`config.mk`:
```
export PLATFORM = sky130hd
export DESIGN_NAME = pbh_hold
export DESIGN_NICKNAME = d
export VERILOG_FILES = /design/src/pbh_pkg.sv /design/src/pbh_sync.sv /design/src/pbh_hold.sv
export SDC_FILE = /design/constraint.sdc
export NUM_CORES = 1
export LEC_CHECK = 0
export BUFFER_PORTS_ARGS = -buffer_cell sky130_fd_sc_hd__clkbuf_2
export CORE_AREA = 4 4 90 92
export CTS_CLUSTER_DIAMETER = 30
export DETAILED_ROUTE_END_ITERATION = 16
export DIE_AREA = 0 0 94 96
export MAX_ROUTING_LAYER = met4
export PLACE_DENSITY = 0.77
export SYNTH_ARGS = -nofsm -noshare
export SYNTH_HDL_FRONTEND = slang
export SYNTH_SLANG_ARGS = --single-unit
```
`constraint.sdc`:
```
create_clock -name ref_clk -period 1.5 [get_ports ref_clk]
set_input_delay 0.075 -clock ref_clk [delete_from_list [all_inputs] [get_ports ref_clk]]
set_output_delay 0.075 -clock ref_clk [all_outputs]
set_load 0.01 [all_outputs]
```
`src/pbh_pkg.sv`:
```
/*
 * package for the primary bus takeover handshake: states and sizes.
 * assumes one clock (the processor phase clock) and a synchronous reset.
 */
// Behaviour
// - hold request async, may cost one extra cycle
// - disable bit drops hold, ignores further requests
// - no new primary access while request asserted
// - keep executing, stall only on bus access
// - one write may pend, second write stalls
// - ack low until one cycle after release
// - strobe, rw, address, data float during hold
package pbh_pkg;
    localparam int ADDR_W_DEF = 24;
    localparam int DATA_W_DEF = 32;
    localparam logic [1:0] HOLD_DLY_CYC = 2'h1; // ack release delay in phase cycles

    typedef enum logic [3:0] {
        PBH_IDLE    = 4'b0001,
        PBH_XFER    = 4'b0010,
        PBH_HELD    = 4'b0100,
        PBH_RELEASE = 4'b1000
    } pbh_state_e;
endpackage : pbh_pkg

```
`src/pbh_sync.sv`:
```
/*
 * two-flop synchroniser for the hold request.
 * assumes clk is the processor phase clock; reset value is the idle level.
 */
`timescale 1ns/1ps
module pbh_sync (
    input  wire logic clk,
    input  wire logic rst,
    input  wire logic async_in,
    output logic      sync_out
);
    logic meta_q;
    logic meta_d;
    logic sync_q;
    logic sync_d;

    // first stage feeds only the second stage
    always_comb begin
        meta_d = async_in;
        sync_d = meta_q;
    end

    // resets to high: request inactive
    always_ff @(posedge clk) begin
        if (rst) begin
            meta_q <= 1'b1;
            sync_q <= 1'b1;
        end else begin
            meta_q <= meta_d;
            sync_q <= sync_d;
        end
    end

    assign sync_out = sync_q;
endmodule : pbh_sync

```
`src/pbh_hold.sv`:
```
/*
 * primary bus takeover handshake: grants the external bus to another
 * master, floats the bus pins, lets the core run on until it needs the
 * bus, and parks one write while held.
 * assumes core requests are held until accepted (req and ready), and a
 * transfer lasts until bus_done.
 * assumes bus_done is raised by the far side only while an own transfer
 * runs, and that the pads apply the oe_n outputs, low meaning driven.
 * the request pin needs no timing relation to ref_clk.
 */
`timescale 1ns/1ps
module pbh_hold #(
    parameter int ADDR_W = pbh_pkg::ADDR_W_DEF,
    parameter int DATA_W = pbh_pkg::DATA_W_DEF
) (
    input  wire logic              ref_clk,
    input  wire logic              sys_rst,
    input  wire logic              bus_takeover_req_n,
    input  wire logic              takeover_disable,
    input  wire logic              core_req,
    input  wire logic              core_we,
    input  wire logic [ADDR_W-1:0] core_addr,
    input  wire logic [DATA_W-1:0] core_wdata,
    output logic                   core_ready,
    input  wire logic              bus_done,
    output logic                   bus_takeover_ack_n,
    output logic                   bus_strobe_n,
    output logic                   bus_strobe_oe_n,
    output logic                   bus_rw,
    output logic                   bus_rw_oe_n,
    output logic [ADDR_W-1:0]      bus_addr,
    output logic                   bus_addr_oe_n,
    output logic [DATA_W-1:0]      bus_data_out,
    output logic                   bus_data_oe_n,
    output logic                   write_pending
);
    import pbh_pkg::*;

    // request path and who may use the bus this cycle
    logic              req_sync_n;
    logic              want_hold;
    logic              bus_free;
    logic              start_core;
    logic              start_pend;
    logic              park_write;
    logic              xfer_end;

    // handshake state
    pbh_state_e        state_q;
    pbh_state_e        state_d;
    logic [1:0]        rel_cnt_q;
    logic [1:0]        rel_cnt_d;
    logic              ack_n_q;
    logic              ack_n_d;

    // parked write flag and bus pin registers
    logic              pend_q;
    logic              pend_d;
    logic              rw_q;
    logic              rw_d;
    logic [ADDR_W-1:0] addr_q;
    logic [ADDR_W-1:0] addr_d;
    logic [DATA_W-1:0] data_q;
    logic [DATA_W-1:0] data_d;
    logic              strobe_n_q;
    logic              strobe_n_d;

    // async request brought into the clock domain
    pbh_sync u_sync (
        .clk      (ref_clk),
        .rst      (sys_rst),
        .async_in (bus_takeover_req_n),
        .sync_out (req_sync_n)
    );

    // the disable bit masks the request entirely
    assign want_hold = !req_sync_n && !takeover_disable;

    // bus may start a cycle only when idle and nobody asks for it
    assign bus_free   = (state_q == PBH_IDLE) && !want_hold;
    assign start_pend = bus_free && pend_q;
    assign start_core = bus_free && !pend_q && core_req;

    // a write taken without launching parks; a transfer ends on bus_done
    assign park_write = core_ready && core_we && !start_core;
    assign xfer_end   = (state_q == PBH_XFER) && bus_done;

    // core stalls only when it needs the bus and can't get it; one write
    // may park while held, a second write stalls
    always_comb begin
        core_ready = start_core;
        if (core_req && core_we && !pend_q && (state_q != PBH_XFER) && !bus_free) begin
            core_ready = 1'b1;
        end
    end

    // handshake state: the grant is only given from idle, so it always
    // falls on a boundary between own transfers
    always_comb begin
        state_d   = state_q;
        rel_cnt_d = rel_cnt_q;
        ack_n_d   = ack_n_q;
        case (state_q)
            PBH_IDLE: begin
                if (want_hold) begin
                    state_d = PBH_HELD;
                    ack_n_d = 1'b0;
                end else if (start_pend || start_core) begin
                    state_d = PBH_XFER;
                end
            end
            PBH_XFER: begin
                // no grant mid-transfer; wait for the cycle to finish
                if (bus_done) begin
                    state_d = PBH_IDLE;
                end
            end
            PBH_HELD: begin
                if (takeover_disable) begin
                    state_d = PBH_IDLE;
                    ack_n_d = 1'b1;
                end else if (req_sync_n) begin
                    state_d   = PBH_RELEASE;
                    rel_cnt_d = HOLD_DLY_CYC;
                end
            end
            PBH_RELEASE: begin
                // ack stays low one phase cycle after the request returns
                if (rel_cnt_q > 2'h1) begin
                    rel_cnt_d = rel_cnt_q - 2'h1;
                end else begin
                    state_d = PBH_IDLE;
                    ack_n_d = 1'b1;
                end
            end
            default: begin
                // an upset state drops the grant rather than hang the bus
                state_d = PBH_IDLE;
                ack_n_d = 1'b1;
            end
        endcase
    end

    // handshake registers
    always_ff @(posedge ref_clk) begin
        if (sys_rst) begin
            state_q   <= PBH_IDLE;
            rel_cnt_q <= 2'h0;
            ack_n_q   <= 1'b1;
        end else begin
            state_q   <= state_d;
            rel_cnt_q <= rel_cnt_d;
            ack_n_q   <= ack_n_d;
        end
    end

    // parked write flag: parking needs an empty slot and launching needs a
    // full one, so set and clear never fall in the same cycle
    always_comb begin
        pend_d = pend_q;
        if (park_write) begin
            pend_d = 1'b1;
        end else if (start_pend) begin
            pend_d = 1'b0;
        end
    end

    // parked write register
    always_ff @(posedge ref_clk) begin
        if (sys_rst) begin
            pend_q <= 1'b0;
        end else begin
            pend_q <= pend_d;
        end
    end

    // bus pin values: a parked write keeps its address and data in the pin
    // registers, which is safe because no own transfer runs while it parks
    always_comb begin
        rw_d       = rw_q;
        addr_d     = addr_q;
        data_d     = data_q;
        strobe_n_d = strobe_n_q;
        if (park_write) begin
            addr_d = core_addr;
            data_d = core_wdata;
        end
        if (start_pend) begin
            rw_d       = 1'b0;
            strobe_n_d = 1'b0;
        end else if (start_core) begin
            rw_d       = !core_we;
            addr_d     = core_addr;
            data_d     = core_wdata;
            strobe_n_d = 1'b0;
        end else if (xfer_end || (state_q != PBH_XFER)) begin
            // outside a transfer the strobe is always idle
            strobe_n_d = 1'b1;
        end
    end

    // bus pin registers
    always_ff @(posedge ref_clk) begin
        if (sys_rst) begin
            rw_q       <= 1'b1;
            addr_q     <= '0;
            data_q     <= '0;
            strobe_n_q <= 1'b1;
        end else begin
            rw_q       <= rw_d;
            addr_q     <= addr_d;
            data_q     <= data_d;
            strobe_n_q <= strobe_n_d;
        end
    end

    // pins float (enable high) whenever the grant is out
    assign bus_strobe_oe_n = !ack_n_q;
    assign bus_rw_oe_n     = !ack_n_q;
    assign bus_addr_oe_n   = !ack_n_q;
    assign bus_data_oe_n   = !ack_n_q || rw_q;

    assign bus_takeover_ack_n = ack_n_q;
    assign bus_strobe_n       = strobe_n_q;
    assign bus_rw             = rw_q;
    assign bus_addr           = addr_q;
    assign bus_data_out       = data_q;
    assign write_pending      = pend_q;
endmodule : pbh_hold

```
# [Word level (Yosys, flattened, before mapping)]
# Cells that the tools add are included.
[classes] reduce_logical=30 addsub=1 order_cmp=1 eq_ne=14 n_mux=29 bitwise_logic=1
[op_table] operator="$mux W32" n=3
[op_table] operator="$mux W24" n=3
[op_table] operator="$mux W4" n=6
[op_table] operator="$pmux W4 S4" n=1
[op_table] operator="$logic_and A1 B1 Y1" n=12
[op_table] operator="$ne A2 B2 Y1 const B" n=6
[op_table] operator="$reduce_and A4 Y1" n=3
[op_table] operator="$mux W1" n=11
[op_table] operator="$logic_not A1 Y1" n=8
[op_table] operator="$mux W2" n=3
[op_table] operator="$ne A3 B2 Y1 const B" n=2
[op_table] operator="$reduce_bool A2 Y1" n=3
[op_table] operator="$eq A4 B1 Y1 const B" n=1
[op_table] operator="$eq A4 B2 Y1 const B" n=1
[op_table] operator="$eq A4 B3 Y1 const B" n=1
[op_table] operator="$eq A4 B4 Y1 const B" n=1
[op_table] operator="$ne A4 B2 Y1 const B" n=1
[op_table] operator="$pmux W1 S4" n=1
[op_table] operator="$pmux W2 S2" n=1
[op_table] operator="$logic_or A1 B1 Y1" n=3
[op_table] operator="$reduce_bool A3 Y1" n=1
[op_table] operator="$gt A2 B1 Y1 const B" n=1
[op_table] operator="$ne A2 B1 Y1 const B" n=1
[op_table] operator="$sub A2 B1 Y2 const B" n=1
[op_table] operator="$not A1 Y1" n=1
[word_totals] register_bits=68 output_inout_bits=65 wordCells=86 input_bits=63

# [Logic depth before layout (Yosys ltp)]
[logic_depth] ltp_word=12 mapped_depth=6 ltp_nobuf=6

# [Cells and area by module]
# From an unflattened synthesis, not the netlist that was laid out.
[unflattened] cells_unflattened=305 area_unflattened_um2=3045.4
[modules_own_cells] module="pbh_hold" n_inst=1 area_each_um2=2992.9 cells_per_inst=301 seq_area_each_um2=1321.3
[modules_own_cells] module="pbh_sync" n_inst=1 area_each_um2=52.6 cells_per_inst=4 seq_area_each_um2=40.0

# [Least setup slack after synthesis]
# OpenSTA, ideal clock, no wires.
[synth_path] path_type="reg2reg" start="reg state_q[2]" end="reg state_q[0]" t_arrival_ps=1462 path_stages_with_launch=5 slack_ps=-81 required_time_ps=1380 path_buffers=0 setup_ps=120 period_less_slack_ps=1581 path_cell_list="dfxtp_1 or4b_4 or2_1 nor2b_1 a211o_1"
[synth_between] elab_chain_cells=7 word_cells_on_any_way=15 classes_between="8 x eq/ne; 1 x mux; 6 x reduce/logical"
[synth_rtl] item="start, declared" line="pbh_hold.sv:49" source="pbh_state_e state_q;"
[synth_rtl] item="start signal, assigned" line="pbh_hold.sv:151" source="state_q <= state_d;"
[synth_rtl] item="$eq A4 B1 Y1" line="pbh_hold.sv:80, pbh_hold.sv:103"
[synth_rtl] item="$logic_and A1 B1 Y1" line="pbh_hold.sv:80" source="assign bus_free = (state_q == PBH_IDLE) && !want_hold;"
[synth_rtl] item="$logic_and A1 B1 Y1 (2 in series)" line="pbh_hold.sv:82" source="assign start_core = bus_free && !pend_q && core_req;"
[synth_rtl] item="$logic_or A1 B1 Y1" line="pbh_hold.sv:108" source="end else if (start_pend || start_core) begin"
[synth_rtl] item="$ne A3 B2 Y1 (no line)"
[synth_rtl] item="$reduce_and A4 Y1 (no line)"
# Several ways; a longest one is shown, not always the timed one.
# A chain may end at the register's enable or synchronous reset.

# [Final worst setup path]
[layout_path] start="reg state_q[2]" end="out core_ready"
[layout_between] elab_chain_cells=5 word_cells_on_any_way=9 classes_between="2 x eq/ne; 1 x mux; 6 x reduce/logical"
[layout_rtl] item="$eq A4 B1 Y1" line="pbh_hold.sv:80"
[layout_rtl] item="$logic_and A1 B1 Y1" line="pbh_hold.sv:80"
[layout_rtl] item="$logic_and A1 B1 Y1 / $logic_not A1 Y1 (equally long branches)" line="pbh_hold.sv:82, pbh_hold.sv:92"
[layout_rtl] item="$logic_and A1 B1 Y1 (on tied branches)" line="pbh_hold.sv:82, pbh_hold.sv:92"
[layout_rtl] item="$mux W1 (*)" line="pbh_hold.sv:92" source="if (core_req && core_we && !pend_q && (state_q != PBH_XFER) && !bus_free) begin"
[layout_rtl] item="end, declared" line="pbh_hold.sv:24" source="output logic core_ready,"
# Every way passes the cells marked *; elsewhere a longest branch is shown, timed or not.

==> results.tsv <==
metric	value	unit
status	complete, but fails checks	
violations	negative setup slack	
initial_utilization	42.5	%
placed_cells	523	
synth_top_flop_cell	dfxtp_1	
synth-async-reset-ratio	0	%
period_share	113	%
dpl_cell_area	3850	µm²
die_h	96	µm
cp-end-kind	primary output	
tightest_slew	0.477	ns
grt.total_usage	18.7	%
h-tree-depth	3	
powerDensity	958	nW/µm²
start_kind	flip-flop	
antenna_left	0	
syn-instance-count	306	
grt_pass1_wl	12800	µm
seq_area_frac_synth	44.4	%
hold_path.class	input port to flip-flop	
cts_buffer_depth	2	
drv_cap	0	
num_vias	2756	
syn_area	3070	µm²
numClockSinks	68	
synth_edf_count	0	
antenna_found_initial	0	
drt-initial-drc-count	67	
die_area	9020	µm²
cts_made_buffers	9	
overflow	0	
cts.clk_slew.worst_paths	0.07	ns
grt_start_max_net_pins	79	
fmax	588	MHz
dpl.hpwl	4820	µm
pre_cts_slack	-0.152	ns
wl_per_cell	13.6	µm
max-vdd-ir-drop	0.000530	V
vias_per_cell	4.57	
final_area	4770	µm²
layout.nets	564	
crit_required	1.42	ns
fin_worst_skew	0.00881	ns
critPathArrivalTime	1.62	ns
core	7210	µm²
rsz0062_at_grt	yes	
fp.dieW	94	µm
setup_viol	59	
drive_gt1_share	34.3	%
critical_path.max_fanout	3	
io_pins	128	
syn-num-nets	370	
drc	0	
synth_top_area_cell	dfxtp_1	
area_growth	55.5	%
tritoncts	yes	
total_power	0.00457	W
gp_congestion	0.811	
worst_skew_pair.late_latency	0.32	ns
synth-seq-cells	68	
yosysWarnings	0	
antennaDiodeCount	0	
drt-pass1-iter-count	4	
path_class	flip-flop to primary output	
grt_pass1_vias	2747	
fillers	563	
totalWireLength	8170	µm
ctsRootBufferMaster	clkbuf_8	
rows	31	
syn_avg_cell_area	10.0	µm²
setup_ws	-0.199	ns
synth_area_leaders	dfxtp_1 (44%), nand2b_1 (23%), mux2i_1 (18%), clkbuf_1 (1.7%), buf_6 (1.5%)	
p_leak	2.20	nW
final_max_slew_viol_count	0	
final.min_clock_period	1.70	ns
io_buffers	127	
synthDistinctLibCells	36	
synth_top_area_share	44.4	%
final_cells	603	
maxSlewHeadroom	68.2	%
fin_hold_ws	0.0121	ns
timing.final.hold_violations	0	
## layer usage
metal | track usage, % | vias to the layer above | part of all wire (%)
li1 | - | 1398 | -
met1 | 20.8 | 1248 | 42
met2 | 32.2 | 91 | 50
met3 | 4.53 | 19 | 5.5
met4 | 7.70 | 0 | 2.2
met5 | - | - | 0
## registers in the layout, summed over array words and instances, names as in the netlist
signal,count
write_pending,1
bus_takeover_ack_n,1
rel_cnt_q,2
u_sync.meta_q,1
state_q,4
bus_data_out,32
bus_strobe_n,1
u_sync.sync_out,1
bus_addr,24
bus_rw,1
## Yosys cell counts, types with 2 or more instances
| cell | instances |
|---|---|
| nand2b_1 | 114 |
| dfxtp_1 | 68 |
| mux2i_1 | 56 |
| clkbuf_1 | 14 |
| nor2b_1 | 6 |
| buf_6 | 4 |
| nor3_1 | 4 |
| a21oi_1 | 3 |
| nor2_1 | 3 |
| o21ai_0 | 3 |
| a211o_1 | 2 |
| buf_2 | 2 |
| buf_4 | 2 |
| inv_1 | 2 |
| or2_2 | 2 |
## critical path: stages (launching register included)
cell,delay [ns]
dfxtp_2,0.33
or4b_4,0.57
nand2_4,0.10
a21oi_4,0.06
buf_12,0.13
buf_6,0.11
## worst paths after layout
path                      start         endpoint  slack, ns  cells after the start
setup reg to reg     state_q[2]      bus_addr[6]      -0.17                      7
hold reg to reg   u_sync.meta_q  u_sync.sync_out       0.42                      1
setup / recovery     state_q[2]       core_ready      -0.20                      5
hold / removal    core_wdata[9]  bus_data_out[9]       0.01                      3
## cell usage in the layout (no fill, tap or decap), types with 3 or more instances in the layout
cell	synthesis	final
clkbuf_8	0	10
buf_12	0	5
nor3_1	4	4
o21ai_0	3	3
mux2i_1	56	56
dlygate4sd3_1	0	56
dfxtp_1	68	66
buf_6	4	3
clkbuf_1	14	3
nand2b_1	114	114
buf_4	2	12
nor2b_1	6	5
clkbuf_2	0	126
## stage by stage
| step | util [%] | TNS [ns] |
|---|---|---|
| 4_1_cts | 66.1 | -7.19 |
| 3_5_place_dp | 53.3 | -6.27 |
| 5_1_grt | 66.1 | -8.61 |
| 2_1_floorplan | - | -1.46 |
| 6_report | 66.1 | -5.69 |
| 3_3_place_gp | 53.3 | -2.24 |
## final cells by class
class / count / area (µm²) / share of cell area (%)
Multi-Input combinational cell: 214 / 1610 / 33.9
Tap cell: 99 / 124 / 2.60
Inverter: 2 / 7.51 / 0.158
Sequential cell: 68 / 1360 / 28.6
Timing Repair Buffer: 205 / 1470 / 30.9
Clock buffer: 13 / 149 / 3.12
Clock inverter: 2 / 35.0 / 0.735
## timing repair
action / in CTS / in global routing
hold buffers: 56 / 0
resized for setup: 11 / 13
pin swaps: 6 / 5
hold endpoints to repair: 56 / 0
gates cloned: 3 / 0
endpoints found under the setup margin: 58 / 61
setup buffers: 6 / 3
## power breakdown
| part | switching (W) | internal (W) | total [W] |
|---|---|---|---|
| Clock | 0.000641 | 0.000805 | 0.00145 |
| Sequential | 0.0000899 | 0.00196 | 0.00205 |
| Combinational | 0.000466 | 0.000606 | 0.00107 |
## kinds of logic after synthesis
kind of cell               share of synthesized area (%)
adders and majority gates                          0.408
buffers and inverters                               4.24
xor gates and xnor gates                           0.286
AOI/OAI and AO/OA                                   3.39
DFF                                                 44.4
muxes                                               18.3
and+or+nand+nor                                     29.0
No activity file was read; power rests on OpenSTA's default activity.
